**src/pkg/ors_pkg.sv**
```systemverilog
// Purpose: shared constants and types for the otg role swap and vbus sense block
// Assumes: 10 MHz module clock, 16-bit register port with byte offsets
// Notes: pin vector order below is the order of the synchroniser bits
package ors_pkg;

  localparam int unsigned CLK_PERIOD_NS = 100;
  localparam int unsigned SUSPEND_IDLE_US = 3000;
  localparam int unsigned BUS_RESET_US = 10000;
  localparam int unsigned DEBOUNCE_NS = 2500;
  localparam int unsigned SUSPEND_CYCLES = SUSPEND_IDLE_US * 1000 / CLK_PERIOD_NS;
  localparam int unsigned RESET_CYCLES = (BUS_RESET_US * 1000 + CLK_PERIOD_NS - 1) / CLK_PERIOD_NS;
  localparam int unsigned DEBOUNCE_CYCLES = (DEBOUNCE_NS + CLK_PERIOD_NS - 1) / CLK_PERIOD_NS;

  localparam logic [7:0] ADDR_CTRL = 8'h00;
  localparam logic [7:0] ADDR_CONFIG_TWO = 8'h04;
  localparam logic [7:0] ADDR_EVENTS = 8'h08;
  localparam logic [7:0] ADDR_MASK = 8'h0c;
  localparam logic [7:0] ADDR_STATUS = 8'h10;

  localparam int CTRL_DPLUS = 0;
  localparam int CTRL_DMINUS = 1;
  localparam int CTRL_FULL_SPEED = 2;
  localparam int CTRL_HNP_ENABLE = 3;
  localparam int CTRL_A_DEVICE = 4;
  localparam int CTRL_VBUS_SUPPLY = 5;
  localparam logic [5:0] CTRL_RESET = 6'h00;

  localparam int CFG_CMP_DISABLE = 1;
  localparam int CFG_PINSET_SELECT = 5;
  localparam logic [1:0] CFG_RESET = 2'h0;

  localparam int EVT_BUS_RESET = 0;
  localparam int EVT_SUSPEND = 4;
  localparam int EVT_ATTACH = 6;
  localparam logic [15:0] EVT_MASK_BITS = 16'h0051;

  localparam int PIN_DP = 0;
  localparam int PIN_DM = 1;
  localparam int PIN_CMP_ONE = 2;
  localparam int PIN_CMP_TWO = 3;
  localparam int PIN_BUS_VALID = 4;
  localparam int PIN_SESS_VALID = 5;
  localparam int PIN_SESS_END = 6;
  localparam int PIN_COUNT = 7;

  typedef enum logic [1:0] {
    VB_BELOW_END,
    VB_END_TO_SESS,
    VB_SESS_TO_VALID,
    VB_ABOVE_VALID
  } ors_vbus_t;

  typedef enum logic [3:0] {
    ST_IDLE,
    ST_B_PERIPH,
    ST_B_WAIT_ACON,
    ST_B_HOST_RST,
    ST_B_HOST,
    ST_A_HOST_RST,
    ST_A_HOST,
    ST_A_PERIPH,
    ST_A_WAIT_BCON
  } ors_state_t;

endpackage

```
**src/ors_top.sv**
```systemverilog
// Purpose: dual-role role swap, pull-up control, line events and vbus level decode
// Assumes: line and comparator pins are asynchronous; register port on clk
// Notes: bus traffic itself is outside; this block gates it through host_traffic_enable
`timescale 1ns/1ps
module ors_top #(
  parameter int unsigned SUSPEND_CYCLES = ors_pkg::SUSPEND_CYCLES,
  parameter int unsigned RESET_CYCLES = ors_pkg::RESET_CYCLES
) (
  input wire logic clk,
  input wire logic resetn,
  input wire logic [7:0] reg_addr,
  input wire logic [15:0] reg_wdata,
  input wire logic reg_write,
  input wire logic reg_read,
  output logic [15:0] reg_rdata,
  output logic irq,
  input wire logic dp_in,
  input wire logic dm_in,
  output logic dp_out,
  output logic dp_oe,
  output logic dm_out,
  output logic dm_oe,
  output logic dplus_pullup,
  output logic dminus_pullup,
  output logic host_traffic_enable,
  output logic vbus_supply_enable,
  output logic internal_cmp_enable,
  input wire logic [1:0] internal_vbus_level,
  input wire logic cmp_state_in_one,
  input wire logic cmp_state_in_two,
  input wire logic bus_power_valid_in,
  input wire logic session_valid_in,
  input wire logic session_end_in,
  output logic [1:0] vbus_state
);

  localparam int CW = 17;
  localparam logic [CW-1:0] SUSP_MAX = CW'(SUSPEND_CYCLES - 1);
  localparam logic [CW-1:0] RST_MAX = CW'(RESET_CYCLES - 1);
  localparam logic [CW-1:0] DEB_MAX = CW'(ors_pkg::DEBOUNCE_CYCLES - 1);

  logic [5:0] ctrl_q;
  logic [1:0] cfg_q;
  logic [15:0] evt_q;
  logic [15:0] mask_q;
  logic [ors_pkg::PIN_COUNT-1:0] pins;
  logic [ors_pkg::PIN_COUNT-1:0] s1_q, s2_q, s3_q, pin_q;
  ors_pkg::ors_state_t state_q, state_d;
  ors_pkg::ors_vbus_t vbus_q;
  logic [2:0] ext_code;
  logic [CW-1:0] idle_cnt_q, se0_cnt_q, j_cnt_q, k_cnt_q, rst_cnt_q;
  logic suspended_q;
  logic line_se0, line_j, line_k;
  logic disc_seen, conn_seen, resume_seen, suspend_hit, rst_done;
  logic swap_ok;
  logic [15:0] evt_set;
  logic evt_clr;

  assign pins = {session_end_in, session_valid_in, bus_power_valid_in,
                 cmp_state_in_two, cmp_state_in_one, dm_in, dp_in};

  // three flops; a change is taken only once the last two agree
  always_ff @(posedge clk or negedge resetn) begin
    if (!resetn) begin
      s1_q <= '0;
      s2_q <= '0;
      s3_q <= '0;
    end else begin
      s1_q <= pins;
      s2_q <= s1_q;
      s3_q <= s2_q;
    end
  end

  genvar gi;
  generate
    for (gi = 0; gi < ors_pkg::PIN_COUNT; gi++) begin : g_filt
      always_ff @(posedge clk or negedge resetn) begin
        if (!resetn) begin
          pin_q[gi] <= 1'b0;
        end else if (s2_q[gi] == s3_q[gi]) begin
          pin_q[gi] <= s3_q[gi];
        end
      end
    end
  endgenerate

  assign line_se0 = !pin_q[ors_pkg::PIN_DP] && !pin_q[ors_pkg::PIN_DM];
  assign line_j = pin_q[ors_pkg::PIN_DP] && !pin_q[ors_pkg::PIN_DM];
  assign line_k = !pin_q[ors_pkg::PIN_DP] && pin_q[ors_pkg::PIN_DM];

  // decode of the external comparator pins; illegal codes keep the last level
  function automatic logic [2:0] decode_ext(input logic sel, input logic [4:0] p);
    logic [2:0] r;
    r = 3'h0;
    if (!sel) begin
      unique case ({p[1], p[0]})
        2'b00: r = {1'b1, 2'(ors_pkg::VB_BELOW_END)};
        2'b01: r = {1'b1, 2'(ors_pkg::VB_END_TO_SESS)};
        2'b10: r = {1'b1, 2'(ors_pkg::VB_SESS_TO_VALID)};
        2'b11: r = {1'b1, 2'(ors_pkg::VB_ABOVE_VALID)};
      endcase
    end else begin
      unique case ({p[2], p[3], p[4]})
        3'b001: r = {1'b1, 2'(ors_pkg::VB_BELOW_END)};
        3'b000: r = {1'b1, 2'(ors_pkg::VB_END_TO_SESS)};
        3'b010: r = {1'b1, 2'(ors_pkg::VB_SESS_TO_VALID)};
        3'b110: r = {1'b1, 2'(ors_pkg::VB_ABOVE_VALID)};
        default: r = 3'h0;
      endcase
    end
    return r;
  endfunction

  assign ext_code = decode_ext(cfg_q[1], pin_q[ors_pkg::PIN_SESS_END:ors_pkg::PIN_CMP_ONE]);

  always_ff @(posedge clk or negedge resetn) begin
    if (!resetn) begin
      vbus_q <= ors_pkg::VB_BELOW_END;
      internal_cmp_enable <= 1'b1;
    end else begin
      internal_cmp_enable <= !cfg_q[0];
      if (!cfg_q[0]) begin
        vbus_q <= ors_pkg::ors_vbus_t'(internal_vbus_level);
      end else if (ext_code[2]) begin
        vbus_q <= ors_pkg::ors_vbus_t'(ext_code[1:0]);
      end
    end
  end

  // line timers; the connect timer restarts per state, a standing j is a new connect only after a full debounce
  always_ff @(posedge clk or negedge resetn) begin
    if (!resetn) begin
      idle_cnt_q <= '0;
      se0_cnt_q <= '0;
      j_cnt_q <= '0;
      k_cnt_q <= '0;
      suspended_q <= 1'b0;
    end else begin
      idle_cnt_q <= (line_j && !dp_oe && idle_cnt_q != SUSP_MAX) ? idle_cnt_q + 1'b1 :
                    (line_j && !dp_oe) ? idle_cnt_q : '0;
      suspended_q <= line_j && !dp_oe && idle_cnt_q == SUSP_MAX;
      se0_cnt_q <= (line_se0 && !dp_oe && se0_cnt_q != DEB_MAX) ? se0_cnt_q + 1'b1 :
                   (line_se0 && !dp_oe) ? se0_cnt_q : '0;
      j_cnt_q <= (!line_j || state_d != state_q) ? '0 :
                 (j_cnt_q != DEB_MAX) ? j_cnt_q + 1'b1 : j_cnt_q;
      k_cnt_q <= (line_k && k_cnt_q != DEB_MAX) ? k_cnt_q + 1'b1 : line_k ? k_cnt_q : '0;
    end
  end

  assign disc_seen = se0_cnt_q == DEB_MAX;
  assign conn_seen = j_cnt_q == DEB_MAX;
  assign resume_seen = k_cnt_q == DEB_MAX;
  assign suspend_hit = line_j && !dp_oe && idle_cnt_q == SUSP_MAX && !suspended_q;
  assign rst_done = rst_cnt_q == RST_MAX;
  assign swap_ok = ctrl_q[ors_pkg::CTRL_FULL_SPEED] && ctrl_q[ors_pkg::CTRL_HNP_ENABLE];

  always_comb begin
    state_d = state_q;
    unique case (state_q)
      ors_pkg::ST_IDLE: begin
        if (vbus_q != ors_pkg::VB_BELOW_END) begin
          state_d = ctrl_q[ors_pkg::CTRL_A_DEVICE] ? ors_pkg::ST_A_HOST_RST
                                                   : ors_pkg::ST_B_PERIPH;
        end
      end
      ors_pkg::ST_B_PERIPH: begin
        if (swap_ok && suspended_q && !ctrl_q[ors_pkg::CTRL_DPLUS] &&
            !ctrl_q[ors_pkg::CTRL_DMINUS]) begin
          state_d = ors_pkg::ST_B_WAIT_ACON;
        end
      end
      ors_pkg::ST_B_WAIT_ACON: begin
        if (resume_seen) begin
          state_d = ors_pkg::ST_B_PERIPH;
        end else if (conn_seen) begin
          state_d = ors_pkg::ST_B_HOST_RST;
        end
      end
      ors_pkg::ST_B_HOST_RST: begin
        if (rst_done) begin
          state_d = ors_pkg::ST_B_HOST;
        end
      end
      ors_pkg::ST_B_HOST: begin
        if (ctrl_q[ors_pkg::CTRL_DPLUS]) begin
          state_d = ors_pkg::ST_B_PERIPH;
        end
      end
      ors_pkg::ST_A_HOST_RST: begin
        if (rst_done) begin
          state_d = ors_pkg::ST_A_HOST;
        end
      end
      ors_pkg::ST_A_HOST: begin
        if (swap_ok && disc_seen && ctrl_q[ors_pkg::CTRL_DPLUS]) begin
          state_d = ors_pkg::ST_A_PERIPH;
        end
      end
      ors_pkg::ST_A_PERIPH: begin
        if (suspend_hit) begin
          state_d = ors_pkg::ST_A_WAIT_BCON;
        end
      end
      ors_pkg::ST_A_WAIT_BCON: begin
        if (conn_seen) begin
          state_d = ors_pkg::ST_A_HOST_RST;
        end
      end
      default: state_d = ors_pkg::ST_IDLE;
    endcase
    // session end, e.g. supply switched off by the a-device
    if (vbus_q == ors_pkg::VB_BELOW_END) begin
      state_d = ors_pkg::ST_IDLE;
    end
  end

  always_ff @(posedge clk or negedge resetn) begin
    if (!resetn) begin
      state_q <= ors_pkg::ST_IDLE;
      rst_cnt_q <= '0;
    end else begin
      state_q <= state_d;
      rst_cnt_q <= (state_d != state_q) ? '0 : rst_cnt_q + 1'b1;
    end
  end

  // pins; se0 held for the whole reset time before traffic is allowed
  always_ff @(posedge clk or negedge resetn) begin
    if (!resetn) begin
      dp_out <= 1'b0;
      dm_out <= 1'b0;
      dp_oe <= 1'b0;
      dm_oe <= 1'b0;
      host_traffic_enable <= 1'b0;
      dplus_pullup <= 1'b0;
      dminus_pullup <= 1'b0;
      vbus_supply_enable <= 1'b0;
    end else begin
      dp_out <= 1'b0;
      dm_out <= 1'b0;
      dp_oe <= state_d == ors_pkg::ST_B_HOST_RST || state_d == ors_pkg::ST_A_HOST_RST;
      dm_oe <= state_d == ors_pkg::ST_B_HOST_RST || state_d == ors_pkg::ST_A_HOST_RST;
      host_traffic_enable <= state_d == ors_pkg::ST_B_HOST || state_d == ors_pkg::ST_A_HOST;
      // the a-device drops d+ on its own once suspend is seen, software may lag
      dplus_pullup <= ctrl_q[ors_pkg::CTRL_DPLUS] && state_d != ors_pkg::ST_A_WAIT_BCON &&
                      state_d != ors_pkg::ST_B_HOST && state_d != ors_pkg::ST_A_HOST;
      dminus_pullup <= ctrl_q[ors_pkg::CTRL_DMINUS];
      vbus_supply_enable <= ctrl_q[ors_pkg::CTRL_VBUS_SUPPLY];
    end
  end

  // register port
  always_ff @(posedge clk or negedge resetn) begin
    if (!resetn) begin
      ctrl_q <= ors_pkg::CTRL_RESET;
      cfg_q <= ors_pkg::CFG_RESET;
      mask_q <= '0;
    end else if (reg_write) begin
      if (reg_addr == ors_pkg::ADDR_CTRL) begin
        ctrl_q <= reg_wdata[5:0];
      end
      if (reg_addr == ors_pkg::ADDR_CONFIG_TWO) begin
        cfg_q <= {reg_wdata[ors_pkg::CFG_PINSET_SELECT], reg_wdata[ors_pkg::CFG_CMP_DISABLE]};
      end
      if (reg_addr == ors_pkg::ADDR_MASK) begin
        mask_q <= reg_wdata & ors_pkg::EVT_MASK_BITS;
      end
    end
  end

  always_comb begin
    evt_set = '0;
    evt_set[ors_pkg::EVT_BUS_RESET] = state_q == ors_pkg::ST_A_HOST && line_se0 && !dp_oe &&
                                      se0_cnt_q == DEB_MAX - 1'b1;
    evt_set[ors_pkg::EVT_ATTACH] = (state_q == ors_pkg::ST_B_WAIT_ACON && !resume_seen ||
                                    state_q == ors_pkg::ST_A_WAIT_BCON) && conn_seen;
    evt_set[ors_pkg::EVT_SUSPEND] = suspend_hit;
  end
  assign evt_clr = reg_read && reg_addr == ors_pkg::ADDR_EVENTS;

  // read clears the flags, an event in the same cycle still lands
  always_ff @(posedge clk or negedge resetn) begin
    if (!resetn) begin
      evt_q <= '0;
      irq <= 1'b0;
    end else begin
      evt_q <= (evt_clr ? 16'h0000 : evt_q) | evt_set;
      irq <= |(((evt_clr ? 16'h0000 : evt_q) | evt_set) & mask_q);
    end
  end

  always_ff @(posedge clk or negedge resetn) begin
    if (!resetn) begin
      reg_rdata <= '0;
    end else if (reg_read) begin
      unique case (reg_addr)
        ors_pkg::ADDR_CTRL: reg_rdata <= {10'h000, ctrl_q};
        ors_pkg::ADDR_CONFIG_TWO: reg_rdata <= {10'h000, cfg_q[1], 3'h0, cfg_q[0], 1'b0};
        ors_pkg::ADDR_EVENTS: reg_rdata <= evt_q;
        ors_pkg::ADDR_MASK: reg_rdata <= mask_q;
        ors_pkg::ADDR_STATUS: reg_rdata <= {4'h0, 4'(state_q), 1'b0, line_k, line_j,
                                            suspended_q, 2'(vbus_q), 2'h0};
        default: reg_rdata <= '0;
      endcase
    end else begin
      reg_rdata <= '0;
    end
  end

  assign vbus_state = vbus_q;

  // checks
  property p_swap_gate;
    @(posedge clk) disable iff (!resetn)
    state_q == ors_pkg::ST_B_PERIPH && !swap_ok |=> state_q != ors_pkg::ST_B_WAIT_ACON;
  endproperty
  a_swap_gate: assert property (p_swap_gate) else $error("swap started without fs and hnp");

  property p_req_suspended;
    @(posedge clk) disable iff (!resetn)
    state_q == ors_pkg::ST_B_WAIT_ACON && $past(state_q) == ors_pkg::ST_B_PERIPH
      |-> $past(suspended_q) && $past(swap_ok);
  endproperty
  a_req_suspended: assert property (p_req_suspended) else $error("request while not suspended");

  property p_pullups_off;
    @(posedge clk) disable iff (!resetn)
    !ctrl_q[ors_pkg::CTRL_DPLUS] && !ctrl_q[ors_pkg::CTRL_DMINUS] |=> !dplus_pullup && !dminus_pullup;
  endproperty
  a_pullups_off: assert property (p_pullups_off) else $error("pull-up not released");

  property p_disc_flag;
    @(posedge clk) disable iff (!resetn)
    $rose(disc_seen) && $past(state_q) == ors_pkg::ST_A_HOST |-> evt_q[ors_pkg::EVT_BUS_RESET];
  endproperty
  a_disc_flag: assert property (p_disc_flag) else $error("disconnect not flagged");

  property p_resume_keeps;
    @(posedge clk) disable iff (!resetn)
    state_q == ors_pkg::ST_B_WAIT_ACON && resume_seen && vbus_q != ors_pkg::VB_BELOW_END
      |=> state_q == ors_pkg::ST_B_PERIPH;
  endproperty
  a_resume_keeps: assert property (p_resume_keeps) else $error("resume did not keep role");

  property p_attach_host;
    @(posedge clk) disable iff (!resetn)
    $rose(state_q == ors_pkg::ST_B_HOST_RST) |-> evt_q[ors_pkg::EVT_ATTACH];
  endproperty
  a_attach_host: assert property (p_attach_host) else $error("host taken without attach");

  property p_reset_first;
    @(posedge clk) disable iff (!resetn)
    $past(state_q) == ors_pkg::ST_B_HOST_RST && state_q == ors_pkg::ST_B_HOST_RST
      |-> dp_oe && dm_oe && !dp_out && !dm_out && !host_traffic_enable;
  endproperty
  a_reset_first: assert property (p_reset_first) else $error("traffic before bus reset");

  property p_suspend_drop;
    @(posedge clk) disable iff (!resetn)
    state_q == ors_pkg::ST_A_PERIPH && suspend_hit && vbus_q != ors_pkg::VB_BELOW_END
      |=> ##1 !dplus_pullup;
  endproperty
  a_suspend_drop: assert property (p_suspend_drop) else $error("d+ kept after suspend");

  property p_cmp_off;
    @(posedge clk) disable iff (!resetn)
    cfg_q[0] |=> !internal_cmp_enable;
  endproperty
  a_cmp_off: assert property (p_cmp_off) else $error("internal comparator still on");

  property p_two_pin;
    @(posedge clk) disable iff (!resetn)
    cfg_q == 2'b01 && pin_q[ors_pkg::PIN_CMP_TWO:ors_pkg::PIN_CMP_ONE] == 2'b01
      |=> vbus_q == ors_pkg::VB_END_TO_SESS;
  endproperty
  a_two_pin: assert property (p_two_pin) else $error("two-pin decode wrong");

  c_b_host: cover property (@(posedge clk) disable iff (!resetn) state_q == ors_pkg::ST_B_HOST);
  c_a_back: cover property (@(posedge clk) disable iff (!resetn)
    state_q == ors_pkg::ST_A_WAIT_BCON ##1 state_q == ors_pkg::ST_A_HOST_RST);
  c_resume: cover property (@(posedge clk) disable iff (!resetn)
    state_q == ors_pkg::ST_B_WAIT_ACON ##1 state_q == ors_pkg::ST_B_PERIPH);

endmodule

```
**config.mk**
```make
export PLATFORM = sky130hd
export DESIGN_NAME = ors_top
export DESIGN_NICKNAME = d
export VERILOG_FILES = /design/src/pkg/ors_pkg.sv /design/src/ors_top.sv
export SDC_FILE = /design/constraint.sdc
export NUM_CORES = 1
export LEC_CHECK = 0
export BUFFER_PORTS_ARGS = -buffer_cell sky130_fd_sc_hd__buf_2
export CORE_ASPECT_RATIO = 1.5
export CORE_MARGIN = 2
export CORE_UTILIZATION = 50
export DETAILED_ROUTE_END_ITERATION = 6
export MAX_ROUTING_LAYER = met4
export PLACE_DENSITY = 0.75
export SLEW_MARGIN = 20
export SYNTH_ARGS = -nofsm -noshare
export SYNTH_HDL_FRONTEND = slang
export SYNTH_SLANG_ARGS = --single-unit
export TNS_END_PERCENT = 5
```
**constraint.sdc**
```tcl
create_clock -name clk -period 3.37 [get_ports clk]
set_input_delay 0.1685 -clock clk [delete_from_list [all_inputs] [get_ports clk]]
set_output_delay 0.1685 -clock clk [all_outputs]
set_load 0.05 [all_outputs]
```
==> results.py <==
metrics = {
    "cells_and_area": {
        "synthToLayoutAreaGrowth_pct": 16.1,
        "nFillCells": 1212,
        "final_cell_mix": "151 x dfrtp_1, 89 x nor2_1, 64 x nand2_1",
        "final_nets": 821,
        "diodes": 0,
        "multi_input_area_um2": 3330,
        "drive_gt1_share_pct": 18.4,
        "final_common_cell": "dfrtp_1",
        "regArea_um2": 3800,
    },
    "power_and_ir_drop": {
        "p_leak_nw": 3.79,
        "power.density_nw_per_um2": 490,
        "vdd_drop_max_mv": 0.376,
    },
    "synth": {
        "synth_cell_type_count": 64,
        "ys.warnings.count": 0,
        "ys_top_cells_by_area": "dfrtp_1 51%, xor2_1 5.0%, nor2_1 4.5%, nor3_2 4.2%, xnor2_1 3.6%",
        "yosys.area.top_type_share_pct": 51.2,
        "synth_cells": 706,
        "synth_async_sr_flop_share_pct": 100,
        "yosysSeqAreaShare_pct": 51.6,
        "yosysTopAreaCell": "dfrtp_1",
        "yosys_register_bits": 152,
        "avgSynthCellArea_um2": 10.4,
        "synth_edf_count": 0,
        "synthFlopType": "dfrtp_1",
        "synth.cell_area_um2": 7380,
    },
    "setup_path": {
        "required_ns": 3.70,
        "slowest_stage": "dfrtp_1",
        "max_stage_delay_ns": 0.69,
        "timing.rr.start": "state_q[1]",
        "ff2ff_path_depth": 9,
        "crit_fanout": 21,
        "cp_num_buf_inv": 2,
        "crit_path_end_kind": "register",
        "rr_endpoint": "j_cnt_q[16]",
        "critPathKind": "register to register",
        "start_kind": "register",
        "crit_arrival_ns": 3.22,
        "cpLargestDelayFamily": "simple AND/OR/NAND/NOR gates",
        "ff2ff_setup_slack_ns": 0.48,
        "path_cells": "nand2_1, or3_1, or2b_1, a31oi_2, xnor2_2, o41ai_4, clkbuf_8, buf_12, nor3_1",
        "crit_path_start": "state_q[1]",
    },
    "detailed_routing": {
        "wire_per_inst_um": 14.9,
        "drt_iter0_drc": 278,
        "antenna_left": 0,
        "vias_per_cell": 5.42,
        "firstDrtPassIters": 5,
        "drcViolationCount": 0,
        "wirelength_um": 14600,
        "via_count": 5338,
    },
    "global_route": {
        "grt_max_degree": 101,
        "grt.total_usage_pct": 20.6,
        "grt_pass1_vias": 5402,
        "overflow": 0,
        "grt_first_pass_wirelength_um": 24900,
        "antenna_found_initial": 0,
    },
    "sta": {
        "worst_pin_slew_ns": 0.891,
        "slew_headroom_pct": 40.6,
        "finalCritPeriodShare_pct": 85.8,
        "whs_ns": 0.0104,
        "final-setup-viol-count": 0,
        "setup_tns_ns": 0,
        "finalClockSkew_ns": 0.00793,
        "rsz0062_at_grt": "false",
        "layout_min_cycle_time_ns": 2.89,
        "slew_viol_final": 0,
        "max_freq_ghz": 0.346,
        "final-hold-violation-count": 0,
    },
    "floorplanning": {
        "die_y_um": 153,
        "die_area_um2": 15800,
        "pin_count": 65,
        "core.rowCount": 54,
        "die_x_um": 103,
        "start_util_pct": 51.0,
        "core_um2": 14500,
    },
    "cts": {
        "numCtsBuffers": 17,
        "cts_tree": "yes",
        "clock_latency_ns": 0.43,
        "clock-sinks": 152,
        "clockBufferDepth": 2,
        "h-tree-depth": 4,
        "clk_pin_slew_ns": 0.06,
        "cts_root_buf": "clkbuf_16",
    },
    "hold_path": {
        "hold_class": "primary input to register",
        "min_to": "mask_q[4]",
        "hold_start": "reg_wdata[4]",
        "hold_depth": 2,
    },
    "place": {
        "place.gp.congestion": 0.859,
        "place_hpwl_um": 10100,
        "portBuffers": 48,
    },
    "outcome": {
        "outcome": "finished, final reports clean",
    },
    "job": {
        "maxCapViolCount": 0,
    },
}
[layer usage]
| layer | GRT usage (%) | vias up | share of wire [%] |
|---|---|---|---|
| li1 | - | 2572 | - |
| met1 | 24.0 | 2635 | 41 |
| met2 | 34.4 | 102 | 54 |
| met3 | 4.72 | 29 | 3.3 |
| met4 | 7.02 | 0 | 2.0 |
| met5 | - | - | 0 |
[flip-flops by register name, indices dropped and copies added, names as in the netlist, 2 cells and up]
register    cells
idle_cnt_q     17
evt_q           3
reg_rdata      11
se0_cnt_q      17
k_cnt_q        17
cfg_q           2
mask_q          3
rst_cnt_q      17
s1_q            7
s3_q            7
j_cnt_q        17
ctrl_q          6
state_q         4
vbus_state      2
s2_q            7
pin_q           7
[through the flow]
step	cells	util, %	worst slack [ns]	power [W]	area [µm²]
CTS	984	59.1	0.336	0.00423	8550
global route	985	59.2	0.259	0.00436	8560
finish	985	59.2	0.478	0.00419	8560
global placement	937	54.0	0.451	0.00231	7810
detailed placement	937	54.0	0.343	0.00233	7810
floorplan	712	-	0.970	0.00222	7400
[area by class of cell]
| class | count | area share, % |
|---|---|---|
| clock buffer | 21 | 5.26 |
| clock inverter | 11 | 1.62 |
| multi-input combinational | 509 | 38.9 |
| inverter | 21 | 0.921 |
| sequential | 152 | 44.4 |
| tap | 196 | 2.86 |
| timing repair buffer | 75 | 6.05 |
[Yosys cell counts, types with 3 or more instances]
library cell  number
maj3_1             7
nor4bb_1           3
xnor2_1           30
o21ai_0           13
nor2b_1            6
nand4_1           12
mux2_2            12
a22o_1             4
and4_1             3
nor4_1             8
o21ai_1            3
or4_1              5
nor4b_1           10
dfrtp_1          151
nor3_1            21
nor2_1            89
nand2_1           64
buf_4              9
nor3_2            31
nand2b_1           5
a21oi_1           15
and3_1            20
mux2i_1            7
clkbuf_1          10
xor2_1            42
or3_1              7
buf_6              6
and4b_1            3
buf_2              4
nand3_1           40
inv_1             21
ha_1               8
[worst max path at each step]
stage                               end  slack, ns  cells after the start
after CTS                   j_cnt_q[16]       0.34                      8
after detailed placement    j_cnt_q[16]       0.34                      8
after floorplan           rst_cnt_q[15]       0.97                      9
final                       j_cnt_q[16]       0.48                      9
after global routing         j_cnt_q[1]       0.26                     11
after global placement      j_cnt_q[16]       0.45                      8
[repair_timing]
| action | 4_1_cts | 5_1_grt |
|---|---|---|
| gates resized for setup | 0 | 0 |
| hold endpoints to repair | 114 | 0 |
| buffers inserted | 0 | 0 |
| hold buffers | 15 | 0 |
[kinds of logic after synthesis]
kind of cell,share of synthesized area (%)
xor+xnor,8.77
buf+inv,3.78
other cells,0.0508
fa+ha+maj,2.31
simple gates,25.8
compound gates,4.94
mux,2.78
flops,51.6
[power breakdown]
part / leakage, nW / switching (W) / internal [W] / total [W]
Combinational: 1.49 / 0.000229 / 0.000128 / 0.000358
Sequential: 2.02 / 0.0000614 / 0.00189 / 0.00195
Clock: 0.281 / 0.000763 / 0.00112 / 0.00189
Power figures use the tool's default switching activity.
